[src/rtl/sci_defs.svh]
`ifndef SCI_DEFS_SVH
`define SCI_DEFS_SVH

// register indices on the serial port
`define SCI_ADDR_SWINC_BASE 6'h18
`define SCI_ADDR_SWINC_LAST 6'h1f
`define SCI_ADDR_CTRL       6'h21
`define SCI_ADDR_CALC_HI    6'h22
`define SCI_ADDR_CALC_MID   6'h23
`define SCI_ADDR_CALC_LO    6'h24
`define SCI_ADDR_VERSION    6'h25
`define SCI_ADDR_POINTER    6'h3f

// reset values
`define SCI_RST_AUTO_SEL    1'h1
`define SCI_RST_HYST        2'h0
`define SCI_RST_POINTER     6'h00
`define SCI_RST_SWINC       32'h00000000
`define SCI_RST_CALC        26'h0000000

// field layout of increment_control
`define SCI_CTRL_AUTO_BIT   0
`define SCI_CTRL_HYST_LSB   1
`define SCI_CTRL_HYST_MSB   2

// calculated result is the top of the 32-bit increment
`define SCI_CALC_PAD        6'h00
`define SCI_NIB_ZERO        4'h0
`define SCI_BYTE_ZERO       8'h00

// hysteresis thresholds in calculated-result LSBs (64 increment units), per hysteresis_select
`define SCI_HYST_T0         26'd0
`define SCI_HYST_T1         26'd1
`define SCI_HYST_T2         26'd4
`define SCI_HYST_T3         26'd16

// pixel clocks per measurement window, as a power of two
`define SCI_WIN_LOG2        24

`endif

[src/rtl/sci_pkg.sv]
package sci_pkg;

    // one request from the serial port front end
    typedef struct packed {
        logic       ptrWr;
        logic       wr;
        logic       rd;
        logic [7:0] data;
    } regReq_t;

    // read answer
    typedef struct packed {
        logic [7:0] rdData;
        logic       rdValid;
    } regResp_t;

    // state of one pin synchroniser
    typedef struct packed {
        logic [2:0] chain;
        logic       stable;
        logic       rise;
    } syncState_t;

    // state of the register slice
    typedef struct packed {
        logic [5:0]  ptr;
        logic        autoSel;
        logic [1:0]  hyst;
        logic [31:0] swInc;
        regResp_t    resp;
        logic [31:0] incOut;
        logic        freeRun;
    } regState_t;

endpackage : sci_pkg

[src/rtl/pin_sync.sv]
`timescale 1ns/100ps
`include "sci_defs.svh"

module pin_sync
    import sci_pkg::*;
(
    // clock and reset
    input  wire logic clk_sys,
    input  wire logic rst_n,
    input  wire logic ce,
    // pin and result
    input  wire logic pinIn,
    output logic      riseOut
);

    syncState_t r;
    syncState_t n;

    always_comb begin
        n = r;
        n.chain = {r.chain[1:0], pinIn};
        n.rise = 1'b0;
        // stage 0 feeds only stage 1; stages 1 and 2 must agree
        if (r.chain[1] == r.chain[2]) begin
            n.stable = r.chain[2];
            n.rise = r.chain[2] & ~r.stable;
        end
    end

    always_ff @(posedge clk_sys or negedge rst_n) begin
        if (!rst_n) begin
            r <= '0;
        end else if (ce) begin
            r <= n;
        end
    end

    assign riseOut = r.rise;

endmodule : pin_sync

[src/rtl/ratio_meter.sv]
`timescale 1ns/100ps
`include "sci_defs.svh"

module ratio_meter
    import sci_pkg::*;
#(
    parameter int WIN_LOG2 = `SCI_WIN_LOG2
)(
    // clock and reset
    input  wire logic        clk_sys,
    input  wire logic        rst_n,
    input  wire logic        ce,
    // qualified clock edges
    input  wire logic        pixRise,
    input  wire logic        refRise,
    // configuration and result
    input  wire logic [1:0]  hystSel,
    output logic      [25:0] calcInc
);

    typedef struct packed {
        logic [WIN_LOG2-1:0] pixCnt;
        logic [25:0]         refCnt;
        logic [25:0]         calc;
    } meterState_t;

    meterState_t r;
    meterState_t n;
    logic [25:0] sample;
    logic [25:0] diff;
    logic [25:0] thresh;

    // reference edges over 2^WIN_LOG2 pixel clocks scale straight to the
    // top 26 bits of the increment, so no divider is needed
    always_comb begin
        n = r;
        sample = r.refCnt;
        if (refRise && (r.refCnt != '1)) begin
            sample = r.refCnt + 26'd1;
        end
        diff = (sample > r.calc) ? (sample - r.calc) : (r.calc - sample);
        case (hystSel)
            2'h0: thresh = `SCI_HYST_T0;
            2'h1: thresh = `SCI_HYST_T1;
            2'h2: thresh = `SCI_HYST_T2;
            default: thresh = `SCI_HYST_T3;
        endcase
        n.refCnt = sample;
        if (pixRise) begin
            n.pixCnt = r.pixCnt + 1'b1;
            if (r.pixCnt == '1) begin
                n.refCnt = '0;
                // small jitter must not toggle the result
                if (diff > thresh) begin
                    n.calc = sample;
                end
            end
        end
    end

    always_ff @(posedge clk_sys or negedge rst_n) begin
        if (!rst_n) begin
            r <= '{pixCnt: '0, refCnt: '0, calc: `SCI_RST_CALC};
        end else if (ce) begin
            r <= n;
        end
    end

    assign calcInc = r.calc;

endmodule : ratio_meter

[src/rtl/subcarrier_increment_calc_regs.sv]
`timescale 1ns/100ps
`include "sci_defs.svh"

module subcarrier_increment_calc_regs
    import sci_pkg::*;
#(
    parameter logic [7:0] VERSION_ID = 8'h5a, // arbitrary value
    parameter int         WIN_LOG2   = `SCI_WIN_LOG2
)(
    // clock, reset, enable
    input  wire logic        clk_sys,
    input  wire logic        rst_n,
    input  wire logic        ce,
    // clock pins sampled as data
    input  wire logic        pixClk,
    input  wire logic        refClk,
    // serial port front end
    input  wire regReq_t     regReq,
    output regResp_t         regResp,
    // to subcarrier generation
    output logic      [31:0] incrementOut,
    output logic             freeRunForce
);

    regState_t   r;
    regState_t   n;
    logic [1:0]  pinIn;
    logic [1:0]  pinRise;
    logic [25:0] calcInc;
    logic [2:0]  nibIdx;
    logic [3:0]  nibRd;
    logic [7:0]  rdByte;

    assign pinIn = {refClk, pixClk};

    // both clocks are only seen through 125 MHz sampling; pixel clocks
    // faster than about a quarter of that lose edges and corrupt the measurement
    genvar g;
    generate
        for (g = 0; g < 2; g++) begin : gSync
            pin_sync uSync (
                .clk_sys (clk_sys),
                .rst_n   (rst_n),
                .ce      (ce),
                .pinIn   (pinIn[g]),
                .riseOut (pinRise[g])
            );
        end
    endgenerate

    ratio_meter #(
        .WIN_LOG2 (WIN_LOG2)
    ) uMeter (
        .clk_sys (clk_sys),
        .rst_n   (rst_n),
        .ce      (ce),
        .pixRise (pinRise[0]),
        .refRise (pinRise[1]),
        .hystSel (r.hyst),
        .calcInc (calcInc)
    );

    // nibble of subcarrier_increment at the pointer, high nibble first
    always_comb begin
        nibIdx = 3'(r.ptr - `SCI_ADDR_SWINC_BASE);
        nibRd = 4'(r.swInc >> {~nibIdx, 2'b00});
    end

    // readback at the current pointer
    always_comb begin
        if (r.ptr == `SCI_ADDR_CTRL) begin
            rdByte = {3'h0, calcInc[25:24], r.hyst, r.autoSel};
        end else if (r.ptr == `SCI_ADDR_CALC_HI) begin
            rdByte = calcInc[23:16];
        end else if (r.ptr == `SCI_ADDR_CALC_MID) begin
            rdByte = calcInc[15:8];
        end else if (r.ptr == `SCI_ADDR_CALC_LO) begin
            rdByte = calcInc[7:0];
        end else if (r.ptr == `SCI_ADDR_VERSION) begin
            rdByte = VERSION_ID;
        end else if (r.ptr == `SCI_ADDR_POINTER) begin
            rdByte = {2'h0, r.ptr};
        end else if ((r.ptr >= `SCI_ADDR_SWINC_BASE)
                     && (r.ptr <= `SCI_ADDR_SWINC_LAST)) begin
            rdByte = {`SCI_NIB_ZERO, nibRd};
        end else begin
            rdByte = `SCI_BYTE_ZERO;
        end
    end

    always_comb begin
        n = r;
        n.resp.rdValid = 1'b0;
        if (regReq.rd) begin
            n.resp.rdData = rdByte;
            n.resp.rdValid = 1'b1;
        end
        // address phase of the serial port loads the pointer directly
        if (regReq.ptrWr) begin
            n.ptr = regReq.data[5:0];
        end else if (regReq.wr) begin
            if (r.ptr == `SCI_ADDR_CTRL) begin
                // bits 4:3 are the live result and take no write
                n.autoSel = regReq.data[`SCI_CTRL_AUTO_BIT];
                n.hyst = regReq.data[`SCI_CTRL_HYST_MSB:
                                     `SCI_CTRL_HYST_LSB];
            end else if (r.ptr == `SCI_ADDR_POINTER) begin
                n.ptr = regReq.data[5:0];
            end else begin
                for (int i = 0; i < 8; i++) begin
                    if (r.ptr == 6'(`SCI_ADDR_SWINC_BASE + i)) begin
                        n.swInc[(7 - i) * 4 +: 4] = regReq.data[3:0];
                    end
                end
            end
            // result and version registers ignore writes
        end
        if (r.autoSel) begin
            n.incOut = {calcInc, `SCI_CALC_PAD};
        end else begin
            n.incOut = r.swInc;
        end
        n.freeRun = r.autoSel;
    end

    always_ff @(posedge clk_sys or negedge rst_n) begin
        if (!rst_n) begin
            r <= '{ptr: `SCI_RST_POINTER,
                   autoSel: `SCI_RST_AUTO_SEL,
                   hyst: `SCI_RST_HYST,
                   swInc: `SCI_RST_SWINC,
                   resp: '0,
                   incOut: {`SCI_RST_CALC, `SCI_CALC_PAD},
                   freeRun: `SCI_RST_AUTO_SEL};
        end else if (ce) begin
            r <= n;
        end
    end

    assign regResp = r.resp;
    assign incrementOut = r.incOut;
    assign freeRunForce = r.freeRun;

endmodule : subcarrier_increment_calc_regs
[config.mk]
export PLATFORM = sky130hd
export DESIGN_NAME = subcarrier_increment_calc_regs
export DESIGN_NICKNAME = d
export VERILOG_FILES = /design/src/rtl/sci_pkg.sv /design/src/rtl/pin_sync.sv /design/src/rtl/ratio_meter.sv /design/src/rtl/subcarrier_increment_calc_regs.sv
export VERILOG_INCLUDE_DIRS = /design/src /design/src/rtl
export SDC_FILE = /design/constraint.sdc
export NUM_CORES = 1
export LEC_CHECK = 0
export ABC_AREA = 1
export ABC_CLOCK_PERIOD_IN_PS = 4500
export BUFFER_PORTS_ARGS = -buffer_cell sky130_fd_sc_hd__buf_2
export CORE_UTILIZATION = 40
export CTS_CLUSTER_DIAMETER = 30
export CTS_CLUSTER_SIZE = 25
export DETAILED_ROUTE_END_ITERATION = 6
export GPL_ROUTABILITY_DRIVEN = 0
export SYNTH_ARGS = -nofsm -noshare
export SYNTH_HDL_FRONTEND = slang
export SYNTH_SLANG_ARGS = --single-unit
[constraint.sdc]
create_clock -name clk_sys -period 4.5 [get_ports clk_sys]
set_input_delay 0.45 -clock clk_sys [delete_from_list [all_inputs] [get_ports clk_sys]]
set_output_delay 0.45 -clock clk_sys [all_outputs]
set_load 0.005 [all_outputs]
==> flow_summary.yaml <==
outcome:
  status: "finished with violations"
  violations: "setup timing"
finish:
  multiInputGateArea_um2: 6920
  fillers: 2896
  final_common_cell: "nand2_1"
  diodes: 0
  fin_nets: 2064
  drive_gt1_share_pct: 22.4
  final_cell_mix: "nand2_1, inv_1, buf_4"
  seq_area_um2: 4230
  synthToLayoutAreaGrowth_pct: 27.2
  final_util_pct: 51.8
timing:
  slew_headroom_pct: 14.7
  hold_slack_ps: 5.47
  finalSetupTns_ps: -8310
  drv_slew: 0
  rsz0062_at_grt: "true"
  worst_slew_pin_slew_ps: 1280
  setup_viol: 26
  fin_ws_ps: -349
  fin_crit_sh_pct: 108
  finalClockSkew_ps: 11.6
  fmax_ghz: 0.206
  period_minus_slack_ps: 4850
  hold_violations: 0
global_route:
  grt_max_degree: 104
  grt-ovfl-total: 0
  grt_pass1_wl_um: 65800
  grt_usage_pct: 27.8
  grt_pass1_vias: 12100
  antenna_found_initial: 0
floorplanning:
  dieArea_um2: 30900
  die_h_um: 176
  num_rows: 63
  num_io_pins: 58
  core-area_um2: 29700
  initial_utilization_pct: 40.7
  die_w_um: 176
worst_setup_path:
  crit_type: "reg2reg"
  critPathSlowestCell: "dfrtp_1"
  slowest_delay_ps: 370
  cp_data_arrival_time_ps: 5180
  cp.required_ps: 4840
  crit_top_cell: "nand2_1"
  crit_path_start_kind: "register"
  cp-end-kind: "register"
  path_max_fanout: 8
synth:
  synth_edf_count: 0
  synth_ff_type: "dfrtp_1"
  yosysUniqueCellTypes: 47
  synthCells: 1758
  ys_warn_count: 0
  synth_top_cell_by_area: "dfrtp_1"
  async_flop_share_pct: 100
  synth_top_area_share_pct: 34.6
  synth_area_leaders: "dfrtp_1, nand2_1, inv_1, ha_1, nand3_1"
  synth_seq_cells: 169
  synth_fp_nets: 1832
  synthesis.area_um2: 12100
  synth.avg_cell_area_um2: 6.88
  ys_seq_area_share_pct: 35.0
cts:
  cts_root_buffer: "clkbuf_16"
  cts_max_level: 4
  cts.clk_slew.worst_paths_ps: 80
  cts_sinks: 169
  cts_tree: "built"
  clockBufferDepth: 2
  clock_latency_ps: 450
  cts_hold_buffers: 0
  cts_inserted_buffers: 17
detailed_routing:
  ant_nets: 0
  vias_per_cell: 5.24
  drtPass1Iterations: 5
  drt_iter0_drc: 1168
  drc: 0
  wirelength_um: 41900
  vias: 12500
  wl_per_cell_um: 17.5
place:
  dp_worst_setup_slack_ps: -479
  port-buffer-count: 55
  dp_hpwl_um: 32400
power:
  switchingPower_mw: 2.76
  power_frac_seq_pct: 26.4
  p_clk_share_pct: 23.5
  power_density_nw_per_um2: 429
  finalPower_mw: 6.60
  switching_share_pct: 41.8
  comb_power_share_pct: 50.1
  power_leakage_nw: 8.19
  p_int_mw: 3.84
  ir_drop_uv: 272
hold_path:
  hold_path_class: "in2async"
flow_run:
  max_cap_violations: 0
## power groups by stage
stage          Clock (mW)  Combinational [mW]  Sequential, mW
3_3_place_gp            0                3.00            1.77
6_report             1.55                3.30            1.74
3_5_place_dp            0                3.03            1.77
5_1_grt              1.64                3.65            1.76
4_1_cts              1.56                3.19            1.74
2_1_floorplan           0                1.87            1.75
## cell usage after synthesis, types with 27 or more instances
cell type,number
nand2_1,601
dfrtp_1,167
o22ai_1,27
a21oi_1,52
nor2_1,99
ha_1,56
nand4_1,36
nand3_1,113
o21ai_0,88
buf_4,44
inv_1,276
xor2_1,45
## stage by stage
step | instances | area, um^2
finish | 2393 | 15400
global route | 2393 | 15400
global placement | 2332 | 14100
CTS | 2385 | 15100
floorplan | 1758 | 12300
detailed placement | 2332 | 14100
## state kept, by name (all words and copies together) (netlist names), 2 cells and up
signal	flops
gSync.uSync.riseOut	2
uMeter.calcInc	26
incrementOut	32
regResp	9
gSync.uSync.n	4
uMeter.r	50
gSync.uSync.r	4
r	40
## worst max-delay path, delay by kind of cell (launching register included)
kind,cells,cell delay [ps]
adder cells (fa/ha/maj),2,630
AND/OR/NAND/NOR,26,2590
flip-flops,1,370
AO/OA/AOI/OAI,1,50
buffers and inverters,7,740
XOR/XNOR,2,310
## cells by family (layout without fill, tap and decap cells)
logic type	Yosys count	in the layout	synth area share (%)
buffers and inverters	352	595	12.7
xor gates and xnor gates	53	53	3.84
DFF	169	169	35.0
and+or+nand+nor	904	906	31.6
AOI/OAI and AO/OA	220	220	10.6
adders and majority gates	58	58	6.12
muxes	2	2	0.186
## worst paths after layout
kind	to	depth (start not counted)	start	slack [ps]
max reg2reg	uMeter.calcInc[19]	38	uMeter.r[41]	-350
min in group clk_sys	gSync[1].uSync.n[3]	3	refClk	210
max in group asynchronous	r[73]	2	rst_n	3430
min reg2reg	gSync[1].uSync.riseOut	1	gSync[1].uSync.r[1]	460
max	uMeter.calcInc[19]	38	uMeter.r[41]	-350
min	uMeter.calcInc[4]	1	rst_n	5
## per-layer routing
| metal | vias to the layer above | track usage [%] | routed length (um) |
|---|---|---|---|
| met3 | 88 | 6.67 | 3560 |
| li1 | 6009 | - | - |
| met4 | 0 | 9.75 | 1370 |
| met2 | 521 | 43.1 | 18400 |
| met1 | 5924 | 37.7 | 18500 |
| met5 | - | 0 | 0 |
## area by class of cell
type,instances,share of cell area [%]
Sequential cell,169,27.5
Multi-Input combinational cell,1239,45.0
Timing Repair Buffer,281,13.5
Inverter,282,6.94
Clock buffer,20,2.97
Clock inverter,12,0.992
Tap cell,390,3.17
## repair_timing
item | in CTS | in global routing
setup endpoints to repair | 26 | 26
gates resized for setup | 56 | 44
gates cloned | 2 | 1
pin swaps | 47 | 31
setup buffers | 19 | 7
(Power assumes the default switching activity.)
